<file path="src/include/prox_pkg.sv">
`default_nettype none
package prox_pkg;
  localparam logic [5:0] BASE_ADDR = 6'h10;
  localparam logic [7:0] OP_SOFT_RESET = 8'h00;
  localparam logic [7:0] OP_IRQ_CLEAR = 8'h03;
  localparam logic [7:0] OP_SLEEP = 8'h05;
  localparam logic [7:0] OP_WAKE = 8'h06;
  localparam logic [7:0] OP_CFG_WR = 8'h30;
  localparam logic [7:0] OP_CFG_RD = 8'h33;
  localparam logic [7:0] OP_TIM_WR = 8'h35;
  localparam logic [7:0] OP_TIM_RD = 8'h36;
  localparam logic [7:0] OP_MSK_WR = 8'h39;
  localparam logic [7:0] OP_MSK_RD = 8'h3a;
  localparam logic [7:0] OP_BUS_IRQ = 8'h3c;
  localparam logic [7:0] CONFIG_RST = 8'h00;
  localparam logic [7:0] TIMING_RST = 8'h0c;
  localparam logic [7:0] MASK_RST = 8'hff;
  localparam int ROLE_MSB = 7;
  localparam int ROLE_LSB = 6;
  localparam int REGULATOR_OFF_BIT_BIT = 2;
  localparam logic [1:0] ROLE_ALONE = 2'h0;
  localparam logic [1:0] ROLE_SECONDARY = 2'h1;
  localparam logic [1:0] ROLE_PRIMARY = 2'h2;
  localparam int FINE_LSB = 0;
  localparam int COARSE_LSB = 3;
  localparam int DIV_LSB = 6;
  localparam int OSC_HZ = 128000;
  localparam int CLK_HZ = 20000000;
  localparam int OSC_CYCLES = CLK_HZ / OSC_HZ;
  localparam int FAST_STEPS = 16;
  localparam int FINE_STEPS = 8;
  localparam int BUS_HALF_NS = 500;
  localparam int CLK_NS = 50;
  localparam int BUS_HALF_CYCLES = (BUS_HALF_NS + CLK_NS - 1) / CLK_NS;
  typedef struct packed {
    logic [7:0] config_reg;
    logic [7:0] timing_setting_reg;
    logic [7:0] mask;
    logic bus_irq_on;
  } regs_t;
endpackage : prox_pkg
`default_nettype wire

</file>
<file path="src/hdl/prox_host_if.sv">
`default_nettype none
module prox_host_if #(
  parameter int OSC_CYCLES = prox_pkg::OSC_CYCLES
) (
  input wire logic clk_i,
  input wire logic nrst_i,
  input wire logic scl_i,
  input wire logic sda_i,
  output logic scl_o,
  output logic scl_oe_o,
  output logic sda_o,
  output logic sda_oe_o,
  input wire logic addr_lsb_pin_i,
  input wire logic sample_clk_i,
  output logic sample_clk_o,
  input wire logic irq_cascade_input_n_i,
  output logic irq_out_low_n_o,
  input wire logic [7:0] sensor_i,
  input wire logic [7:0] charge_near_i,
  input wire logic [7:0] charge_done_i,
  output logic [7:0] fast_charge_o,
  output logic [7:0] fine_charge_o,
  output logic [7:0] counter_en_o,
  output logic [2:0] sample_chan_o,
  output logic sample_strobe_o,
  output logic regulator_off_o,
  output logic sleep_o,
  output logic [7:0] config_o,
  output logic [7:0] timing_o,
  output logic [7:0] mask_o
);
  ////////////////////////////////////////////////////////////////
  // Pin synchronisers: first stage only feeds second
  logic [4:0] sy1, sy2, sy3;
  always_ff @(posedge clk_i or negedge nrst_i) begin
    if (!nrst_i) begin
      sy1 <= 5'h1f;
      sy2 <= 5'h1f;
      sy3 <= 5'h1f;
    end else begin
      sy1 <= {irq_cascade_input_n_i, sample_clk_i, addr_lsb_pin_i, sda_i, scl_i};
      sy2 <= sy1;
      sy3 <= sy2;
    end
  end
  wire logic scl = sy2[0];
  wire logic sda = sy2[1];
  wire logic scl_rise = sy2[0] && !sy3[0];
  wire logic scl_fall = !sy2[0] && sy3[0];
  wire logic start_seen = scl && sy3[0] && !sda && sy3[1];
  wire logic stop_seen = scl && sy3[0] && sda && !sy3[1];

  ////////////////////////////////////////////////////////////////
  // Registers and slave state
  typedef enum {S_IDLE, S_ADDR, S_ADDR_ACK, S_CMD, S_CMD_ACK, S_DATA, S_DATA_ACK,
                S_TX, S_TX_ACK, S_SKIP} slv_t;
  typedef enum {M_IDLE, M_START, M_HOLD, M_STOP} mst_t;
  slv_t st, next_st;
  mst_t mst, next_mst;
  prox_pkg::regs_t regs, next_regs;
  logic [7:0] sh, next_sh, cmd, next_cmd, touch_state_reg, next_touch_state_reg;
  logic [3:0] bits, next_bits;
  logic rw, next_rw, irq, next_irq, sleep, next_sleep, sda_low, next_sda_low;
  logic direct, next_direct, soft_rst;
  logic [5:0] mcnt, next_mcnt;
  logic [7:0] touch_state_reg_new;
  logic own_event;
  wire logic [1:0] role = regs.config_reg[prox_pkg::ROLE_MSB:prox_pkg::ROLE_LSB];
  wire logic is_sec = (role == prox_pkg::ROLE_SECONDARY);
  wire logic is_pri = (role == prox_pkg::ROLE_PRIMARY);

  always_comb begin
    next_st = st;
    next_regs = regs;
    next_sh = sh;
    next_cmd = cmd;
    next_bits = bits;
    next_rw = rw;
    next_sleep = sleep;
    next_sda_low = sda_low;
    next_direct = direct;
    soft_rst = 1'b0;
    next_touch_state_reg = touch_state_reg_new;
    next_irq = irq;
    if (start_seen) begin
      next_st = S_ADDR;
      next_bits = 4'h0;
      next_sda_low = 1'b0;
    end else if (stop_seen) begin
      next_st = S_IDLE;
      next_sda_low = 1'b0;
      // Stale read command must not turn a later direct read into a register read
      next_cmd = 8'hff;
    end else begin
      unique case (st)
        S_IDLE, S_SKIP: next_sda_low = 1'b0;
        S_ADDR, S_CMD, S_DATA: begin
          if (scl_rise) begin
            next_sh = {sh[6:0], sda};
            next_bits = bits + 4'h1;
          end
          if (scl_fall && bits == 4'h8) begin
            next_bits = 4'h0;
            if (st == S_ADDR) begin
              if (sh[7:1] == {prox_pkg::BASE_ADDR, sy2[2]}) begin
                next_sda_low = 1'b1;
                next_rw = sh[0];
                next_st = S_ADDR_ACK;
              end else begin
                next_st = S_SKIP;
              end
            end else begin
              next_sda_low = 1'b1;
              next_st = (st == S_CMD) ? S_CMD_ACK : S_DATA_ACK;
            end
          end
        end
        S_ADDR_ACK: if (scl_fall) begin
          next_sda_low = 1'b0;
          if (rw) begin
            // Read after a read command returns its register, else sensor state
            next_direct = !(cmd inside {prox_pkg::OP_CFG_RD, prox_pkg::OP_TIM_RD,
                                         prox_pkg::OP_MSK_RD});
            unique case (cmd)
              prox_pkg::OP_CFG_RD: next_sh = regs.config_reg;
              prox_pkg::OP_TIM_RD: next_sh = regs.timing_setting_reg;
              prox_pkg::OP_MSK_RD: next_sh = regs.mask;
              default: next_sh = touch_state_reg;
            endcase
            next_sda_low = !next_sh[7];
            next_st = S_TX;
          end else begin
            next_cmd = 8'hff;
            next_st = S_CMD;
          end
        end
        S_CMD_ACK: if (scl_fall) begin
          next_sda_low = 1'b0;
          next_cmd = sh;
          next_st = S_DATA;
          unique case (sh)
            prox_pkg::OP_SOFT_RESET: soft_rst = 1'b1;
            prox_pkg::OP_IRQ_CLEAR: next_irq = 1'b0;
            prox_pkg::OP_SLEEP: next_sleep = 1'b1;
            prox_pkg::OP_WAKE: next_sleep = 1'b0;
            prox_pkg::OP_BUS_IRQ: next_regs.bus_irq_on = 1'b1;
            default: ;
          endcase
        end
        S_DATA_ACK: if (scl_fall) begin
          next_sda_low = 1'b0;
          next_st = S_SKIP;
          unique case (cmd)
            prox_pkg::OP_CFG_WR: next_regs.config_reg = sh;
            prox_pkg::OP_TIM_WR: next_regs.timing_setting_reg = sh;
            prox_pkg::OP_MSK_WR: next_regs.mask = sh;
            default: ;
          endcase
        end
        S_TX: begin
          if (scl_fall) begin
            next_bits = bits + 4'h1;
            next_sh = {sh[6:0], 1'b0};
            next_sda_low = (bits == 4'h7) ? 1'b0 : !sh[6];
            if (bits == 4'h7) next_st = S_TX_ACK;
          end
        end
        S_TX_ACK: begin
          // NACK ends the read; after an ACK a direct read reloads on the fall, a register read ends
          if (scl_rise && sda) next_st = S_SKIP;
          if (scl_fall) begin
            next_bits = 4'h0;
            next_sda_low = 1'b0;
            next_st = S_SKIP;
            if (direct) begin
              next_sh = touch_state_reg;
              next_sda_low = !touch_state_reg[7];
              next_st = S_TX;
            end
          end
        end
        default: next_st = S_IDLE;
      endcase
    end
    // Direct read clears the interrupt when the address ACK ends, before the byte goes out
    if (st == S_ADDR_ACK && scl_fall && rw && next_direct) next_irq = 1'b0;
    if (own_event) next_irq = 1'b1; // Set wins over clear, but soft reset wins over set
    if (soft_rst) begin
      next_regs = '{prox_pkg::CONFIG_RST, prox_pkg::TIMING_RST, prox_pkg::MASK_RST, 1'b0};
      next_sleep = 1'b0;
      next_irq = 1'b0;
      next_touch_state_reg = 8'h00;
    end
  end

  always_ff @(posedge clk_i or negedge nrst_i) begin
    if (!nrst_i) begin
      st <= S_IDLE;
      regs <= '{prox_pkg::CONFIG_RST, prox_pkg::TIMING_RST, prox_pkg::MASK_RST, 1'b0};
      sh <= 8'h00;
      cmd <= 8'hff;
      bits <= 4'h0;
      rw <= 1'b0;
      irq <= 1'b0;
      sleep <= 1'b0;
      sda_low <= 1'b0;
      direct <= 1'b0;
      touch_state_reg <= 8'h00;
    end else begin
      st <= next_st;
      regs <= next_regs;
      sh <= next_sh;
      cmd <= next_cmd;
      bits <= next_bits;
      rw <= next_rw;
      irq <= next_irq;
      sleep <= next_sleep;
      sda_low <= next_sda_low;
      direct <= next_direct;
      touch_state_reg <= next_touch_state_reg;
    end
  end

  ////////////////////////////////////////////////////////////////
  // Sample timing: oscillator tick, divider, channel scan
  logic [7:0] osc_cnt, next_osc_cnt;
  logic [5:0] div_cnt, next_div_cnt;
  logic [2:0] chan, next_chan;
  logic samp_clk, next_samp_clk, tick;
  logic [5:0] div_max;
  always_comb begin
    unique case (regs.timing_setting_reg[prox_pkg::DIV_LSB +: 2])
      2'h0: div_max = 6'd0;
      2'h1: div_max = 6'd3;
      2'h2: div_max = 6'd15;
      default: div_max = 6'd63;
    endcase
    next_osc_cnt = osc_cnt;
    next_div_cnt = div_cnt;
    next_samp_clk = samp_clk;
    tick = 1'b0;
    if (is_sec) begin
      next_osc_cnt = 8'h00;
      next_div_cnt = 6'h00;
      tick = !sy2[3] && sy3[3];
    end else if (!sleep) begin
      next_osc_cnt = (osc_cnt == 8'(OSC_CYCLES - 1)) ? 8'h00 : osc_cnt + 8'h01;
      if (osc_cnt == 8'(OSC_CYCLES - 1)) begin
        next_div_cnt = (div_cnt >= div_max) ? 6'h00 : div_cnt + 6'h01;
        if (div_cnt >= div_max) begin
          next_samp_clk = !samp_clk;
          tick = !samp_clk;
        end
      end
    end
    next_chan = tick ? chan + 3'h1 : chan;
  end
  always_ff @(posedge clk_i or negedge nrst_i) begin
    if (!nrst_i) begin
      osc_cnt <= 8'h00;
      div_cnt <= 6'h00;
      chan <= 3'h0;
      samp_clk <= 1'b0;
    end else begin
      osc_cnt <= next_osc_cnt;
      div_cnt <= next_div_cnt;
      chan <= next_chan;
      samp_clk <= next_samp_clk;
    end
  end

  ////////////////////////////////////////////////////////////////
  // Per-channel start-up and sensor state
  logic [7:0] run, next_run, near, next_near;
  always_comb begin
    next_run = run;
    next_near = near;
    touch_state_reg_new = touch_state_reg;
    own_event = 1'b0;
    for (int i = 0; i < 8; i++) begin
      if (!regs.mask[i] || sleep) begin
        next_run[i] = 1'b0;
        next_near[i] = 1'b0;
      end else if (!near[i]) next_near[i] = charge_near_i[i];
      else if (!run[i]) next_run[i] = charge_done_i[i];
      if (tick && chan == 3'(i) && run[i]) touch_state_reg_new[i] = sensor_i[i];
    end
    own_event = (touch_state_reg_new != touch_state_reg);
  end
  always_ff @(posedge clk_i or negedge nrst_i) begin
    if (!nrst_i) begin
      run <= 8'h00;
      near <= 8'h00;
    end else begin
      run <= next_run;
      near <= next_near;
    end
  end

  ////////////////////////////////////////////////////////////////
  // Interrupt over the bus: START then STOP only, bus must be idle
  logic irq_q, next_irq_q;
  always_comb begin
    next_mst = mst;
    next_mcnt = mcnt;
    next_irq_q = irq;
    if (mst != M_IDLE) next_mcnt = mcnt + 6'h01;
    unique case (mst)
      M_IDLE: if (irq && !irq_q && regs.bus_irq_on && st == S_IDLE && scl && sda) begin
        next_mst = M_START;
        next_mcnt = 6'h00;
      end
      M_START: if (mcnt == 6'(prox_pkg::BUS_HALF_CYCLES)) next_mst = M_HOLD;
      M_HOLD: if (mcnt == 6'(2 * prox_pkg::BUS_HALF_CYCLES)) next_mst = M_STOP;
      M_STOP: if (mcnt == 6'(3 * prox_pkg::BUS_HALF_CYCLES)) next_mst = M_IDLE;
    endcase
  end
  always_ff @(posedge clk_i or negedge nrst_i) begin
    if (!nrst_i) begin
      mst <= M_IDLE;
      mcnt <= 6'h00;
      irq_q <= 1'b0;
    end else begin
      mst <= next_mst;
      mcnt <= next_mcnt;
      irq_q <= next_irq_q;
    end
  end

  ////////////////////////////////////////////////////////////////
  // Outputs
  assign sda_o = 1'b0;
  assign sda_oe_o = sda_low || (mst != M_IDLE && mst != M_STOP) || mst == M_STOP && mcnt < 6'(3 * prox_pkg::BUS_HALF_CYCLES);
  assign scl_o = 1'b0;
  assign scl_oe_o = (mst == M_HOLD);
  assign irq_out_low_n_o = !(irq || (is_sec && !sy2[4]));
  assign sample_clk_o = is_pri ? samp_clk : 1'b0;
  assign sample_chan_o = chan;
  assign sample_strobe_o = tick;
  assign fast_charge_o = regs.mask & ~near;
  assign fine_charge_o = regs.mask & near & ~run;
  assign counter_en_o = run;
  assign regulator_off_o = regs.config_reg[prox_pkg::REGULATOR_OFF_BIT_BIT];
  assign sleep_o = sleep;
  assign config_o = regs.config_reg;
  assign timing_o = regs.timing_setting_reg;
  assign mask_o = regs.mask;
endmodule : prox_host_if
`default_nettype wire

</file>
<file path="config.mk">
export PLATFORM = sky130hd
export DESIGN_NAME = prox_host_if
export DESIGN_NICKNAME = d
export VERILOG_FILES = /design/src/include/prox_pkg.sv /design/src/hdl/prox_host_if.sv
export SDC_FILE = /design/constraint.sdc
export NUM_CORES = 1
export LEC_CHECK = 0
export ABC_AREA = 1
export BUFFER_PORTS_ARGS = -buffer_cell sky130_fd_sc_hd__buf_2
export CAP_MARGIN = 10
export CORE_UTILIZATION = 40
export CTS_BUF_LIST = sky130_fd_sc_hd__clkbuf_16
export CTS_CLUSTER_DIAMETER = 40
export DETAILED_ROUTE_END_ITERATION = 10
export PLACE_DENSITY_LB_ADDON = 0.08
export SLEW_MARGIN = 20
export SYNTH_ARGS = -nofsm -noshare
export SYNTH_HDL_FRONTEND = slang
export SYNTH_SLANG_ARGS = --single-unit
</file>
<file path="constraint.sdc">
create_clock -name clk_i -period 3.1 [get_ports clk_i]
set_input_delay 0.155 -clock clk_i [delete_from_list [all_inputs] [get_ports clk_i]]
set_output_delay 0.155 -clock clk_i [all_outputs]
set_load 0.05 [all_outputs]
</file>
* After elaboration in Yosys (flattened, before gate mapping)
Cells that the tools add are included.
Operators by class: add/sub/neg operators 5, magnitude comparators 2, equal/unequal tests 80, muxes and demuxes 159, bitwise logic cells 9, reduce and logical (&&, ||, !) cells 119
Operators with widths (count):
- 32-bit 2-to-1 mux | 15
- 32-bit by 3-bit equality test with 1-bit output, second input constant | 8
- 32-bit case mux with 7 select lines | 1
- 8-bit 2-to-1 mux | 22
- 32-bit by 2-bit equality test with 1-bit output, second input constant | 5
- 32-bit case mux with 4 select lines | 1
- 32-bit logical NOT | 3
- 1-bit 2-to-1 mux | 91
- 25-bit 2-to-1 mux | 3
- 32-bit by 1-bit equality test with 1-bit output, second input constant | 2
- 32-bit by 4-bit equality test with 1-bit output, second input constant | 2
- 8-bit by 6-bit equality test with 1-bit output, second input constant | 7
- 24-bit 2-to-1 mux | 2
- 6-bit 2-to-1 mux | 7
- 5-bit AND reduction | 8
- 1-bit logical AND | 37
- 4-bit 2-to-1 mux | 8
- 32-bit by 3-bit != test with 1-bit output, second input constant | 1
- 4-bit != test, second input constant | 8
- 8-bit case mux with 4 select lines | 1
- 2-bit nonzero test | 16
- 32-bit nonzero test | 1
- 8-bit bitwise AND | 3
- 8-bit case mux with 3 select lines | 1
- other kinds (50) | 121
Word-level totals: register bits after elaboration 177, input bits 31

* Longest topological paths before layout
depth in word-level cells 13, gate-level depth with buffers 20, depth with buffers taken out 19

* Least setup slack after synthesis
No wires, ideal clock.
path kind flip-flop to flip-flop, start point register regs, in the netlist timing_o[7], end point register irq, data arrival time 2011 ps, data required time 2983 ps, slack 972 ps, stages on the path, launching flop included 21, clock period less this slack 2128 ps, path through dfrtp_1 -> nor2_1 -> inv_1 -> ha_1 -> inv_1 -> nand2_1 -> nand2_1 -> nand2_1 -> nand3_1 -> nand2_1 -> nand3_1 -> nand2_2 -> buf_4 -> nand4_1 -> nand2_1 -> inv_1 -> nand2_1 -> nor2_1 -> nand2_1 -> nand2_1 -> nand2_1
Between the ends: cells in the longest elaborated chain, start to end 13, elaborated cells on any way between the ends 42, classes of those cells order compare (1); eq/ne (5); mux (15); reduce/logical (21)
Ends and longest elaborated chain:
- from (decl) | line prox_host_if.sv:60 | prox_pkg::regs_t regs, next_regs;
- from (signal assigned) | line prox_host_if.sv:199 | regs <= '{prox_pkg::CONFIG_RST, prox_pkg::TIMING_RST, prox_pkg::MASK_RST, 1'b0};
- from (signal assigned) | line prox_host_if.sv:211 | regs <= next_regs;
- 2-bit equality test, or another cell as far along | line prox_host_if.sv:232 | unique case (regs.timing_setting_reg[prox_pkg::DIV_LSB +: 2])
- 6-bit case mux with 3 select lines * | line prox_host_if.sv:232
- 6-bit >= comparator * | line prox_host_if.sv:250 | if (div_cnt >= div_max) begin
- 1-bit 2-to-1 mux * | line prox_host_if.sv:250
- 1-bit 2-to-1 mux * | line prox_host_if.sv:248 | if (osc_cnt == 8'(OSC_CYCLES - 1)) begin
- 1-bit 2-to-1 mux * | line prox_host_if.sv:246 | end else if (!sleep) begin
- 1-bit 2-to-1 mux * | line prox_host_if.sv:242 | if (is_sec) begin
- 1-bit logical AND (2 in a row) | line prox_host_if.sv:286 | if (tick && chan == 3'(i) && run[i]) touch_state_reg_new[i] = sensor_i[i];
- 1-bit 2-to-1 mux | line prox_host_if.sv:286
- 8-bit != test * | line prox_host_if.sv:288 | own_event = (touch_state_reg_new != touch_state_reg);
- 4-bit by 1-bit != test with 1-bit output (no line), or another cell as far along
- 5-bit AND reduction (no line) / 1-bit 2-to-1 mux (equally long branches)
- to (signal assigned) | line prox_host_if.sv:216 | irq <= next_irq;
- to (decl) | line prox_host_if.sv:63 | logic rw, next_rw, irq, next_irq, sleep, next_sleep, sda_low, next_sda_low;
Mark *: on every way between the ends. The rest lies on a longest branch, timed or not. A chain may end at the register's enable or synchronous reset.

* Worst setup path after layout
start point register regs, in the netlist timing_o[7], end point output port sample_strobe_o
Between the ends: cells in the longest elaborated chain, start to end 7, elaborated cells on any way between the ends 9, classes of those cells order compare (1); eq/ne (2); mux (5); reduce/logical (1)
Ends and longest elaborated chain:
- 2-bit equality test, or another cell as far along | line prox_host_if.sv:232
- 6-bit case mux with 3 select lines * | line prox_host_if.sv:232
- 6-bit >= comparator * | line prox_host_if.sv:250
- 1-bit 2-to-1 mux * | line prox_host_if.sv:250
- 1-bit 2-to-1 mux * | line prox_host_if.sv:248
- 1-bit 2-to-1 mux * | line prox_host_if.sv:246
- 1-bit 2-to-1 mux * | line prox_host_if.sv:242
- to (decl) | line prox_host_if.sv:25 | output logic sample_strobe_o,
Marked as above.

==> impl_metrics.toml <==
[layout]
drive_gt1_share_pct = 20.3
utilization_pct = 49.4
n_fill_cell = 1645
final_area_sq_mm = 0.00819
diodes = 0
fin_nets = 1011
area_growth_pct = 20.4

[pwr]
p_sw_share_pct = 40.3
p_int_mw = 4.15
finalPower_mw = 6.97
p_leak_nw = 4.14
peakVddDrop_uv = 633
power.density_mw_per_mm2 = 850
pwr-share-comb_pct = 36.3
p_sw_mw = 2.81
seqPwrFrac_pct = 33.7
p_clk_share_pct = 30.1

[sta]
relSlewSlack_pct = 52.7
fmax_mhz = 349
finalSetupTns_ps = 0
fin_crit_ps = 2860
rsz0062_at_grt = "no"
finalCritPeriodShare_pct = 92.4
tightest_slew_ps = 710
drv_slew = 0
hold_viol_final = 0
clock_skew_ps = 8.31
setup_violations = 0

[setup_path]
cp-start-kind = "register"
cp.required_ps = 2940
reg2regPathDepth = 18
timing_worst_setup_path_type = "register to primary output"
crit_path_end_kind = "primary output"
crit_fanout = 34
cp.arrival_ps = 2710

[clock_tree]
cts_buffers = 17
cts_max_level = 4
cts_buffer_depth = 2
cts_tree = "done"
clock_sinks = 118
clock_latency_ps = 420
cts_setup_buffers = 0
root_buffer = "clkbuf_16"
clkSlewWorstSetupHoldPaths_ps = 60

[floorplanning]
initial_core_util_pct = 41.0
num_rows = 47
die_y_um = 132
core-area_sq_mm = 0.0166
boundaryPins = 91
die_width_um = 132
die_area_sq_mm = 0.0175

[global_routing]
grt_max_degree = 56
track_usage_pct = 21.4
first_global_vias = 5620
grt_pass1_wl_um = 29200
grt-ovfl-total = 0
antenna_found_initial = 0

[yosys]
synth_area_leader_cell = "dfrtp_1"
yosysUniqueCellTypes = 56
yosys_warnings = 0
synth.top_cell.area_share_pct = 32.0
netlist_instances = 857
synth-seq-cells = 118
synth_edf_count = 0
syn_area_sq_mm = 0.00681
synth_area_per_cell_sq_um = 7.94
synth_seq_area_share_pct = 44.0
netlist_top_cells_area = "dfrtp_1 (32%), dfstp_2 (12%), nand2_1 (9.2%)"
synthFlopType = "dfrtp_1"
ys_async_sr_fraction_pct = 100

[min_path]
hp-class = "input pin to register"
whs_path_depth = 3

[place]
place_area_sq_mm = 0.00733
gp_congestion = 0.827
hpwl_um = 13200
portBuffers = 88

[status]
outcome = "finished, final reports clean"

[route]
routedWlPerCell_um = 14.9
wl_um = 17800
via_per_inst = 5.02
drtAntennaViolNets = 0
dr.first_iter.drc_count = 399
route.detailed.drc = 0
vias = 5981
drt_first_pass_iters = 5

[flow_run]
drv_cap = 0
==> cell type report <==
type	count	area, sq um	area share (%)
timing repair buffer	119	748	9.13
tap	220	275	3.36
clock inverter	15	198	2.41
clock buffer	17	425	5.19
multi-input combinational	564	3030	37.0
inverter	139	526	6.41
sequential	118	2990	36.5
==> cell families after synthesis <==
logic type	Yosys count	share of synthesized area [%]
other	1	0.0551
adder cells (fa/ha/maj)	21	3.86
XOR/XNOR	13	1.67
flip-flops	118	44.0
AND/OR/NAND/NOR	369	23.8
AO/OA/AOI/OAI	159	15.0
buffers and inverters	176	11.7
==> timing repair <==
item | in CTS | in global routing
hold buffers | 24 | 0
hold endpoints to repair | 58 | 0
resized for setup | 0 | 1
setup endpoints to repair | 0 | 1
==> power groups by stage <==
stage	Combinational, mW	Sequential [mW]	Clock (mW)
floorplan	2.03	2.26	0
global placement	2.50	2.37	0
detailed placement	2.51	2.37	0
CTS	2.55	2.34	2.15
global route	2.86	2.40	2.21
finish	2.53	2.35	2.09
==> per-stage QoR <==
stage	setup slack, ps	hold WS [ps]	instances
floorplan	972	-141	858
global placement	434	258	1136
detailed placement	332	263	1136
CTS	60.8	7.10	1192
global route	76.3	19.2	1192
finish	237	24.8	1192
==> worst max-delay path, stage by stage (launching register included) <==
cell	delay [ps]
dfrtp_1	460
nor2_1	170
inv_1	60
ha_1	270
inv_1	40
nand2_1	50
nand2_1	50
nand2_1	50
nand3_1	130
nand2_1	120
nand3_1	210
nand2_4	340
buf_2	330
==> per-layer routing <==
metal | share of wire, % | track usage, % | up-vias
met4 | 0.96 | 5.75 | 0
met5 | 0 | 0 | -
met2 | 47 | 34.6 | 135
li1 | - | - | 3013
met3 | 4.0 | 4.79 | 12
met1 | 48 | 28.9 | 2821
==> cells in the final DEF, fill, tap and decap left out, drive strengths merged, types with 3 or more instances in the layout <==
master / n
nor3: 25
dlygate4sd3: 24
nand3: 26
dfrtp: 87
o2111ai: 5
nand2: 172
nor2: 108
a31oi: 8
clkinv: 6
o211ai: 9
nor4: 4
o21ai: 60
ha: 21
inv: 142
a311oi: 5
and3: 3
buf: 95
o22ai: 6
xor2: 12
nand4: 25
a21oi: 43
bufinv: 5
o41ai: 3
clkbuf: 17
dfstp: 31
a221oi: 9
o31ai: 3
==> cell usage after synthesis, types with 9 or more instances <==
cell type  number
nor2_1        102
a21oi_1        41
buf_4          30
o21ai_0        44
nor3_1         23
nand2_1       167
xor2_1         12
dfstp_2        31
a221oi_1        9
inv_2          14
nand3_1        25
nand4_1        25
inv_1         122
o21ai_1         9
ha_1           21
dfrtp_1        87
==> path summary, 6_finish.rpt <==
path / start / end / slack [ps]
min in group asynchronous: nrst_i / div_cnt[1] / 340
setup reg to reg: timing_o[7] / irq / 480
hold reg to reg: sy1[4] / sy2[4] / 350
max in group asynchronous: nrst_i / sy3[1] / 1980
hold / removal: sensor_i[6] / touch_state_reg[6] / 20
setup / recovery: timing_o[7] / sample_strobe_o / 240
No activity file was read; power rests on OpenSTA's default activity.
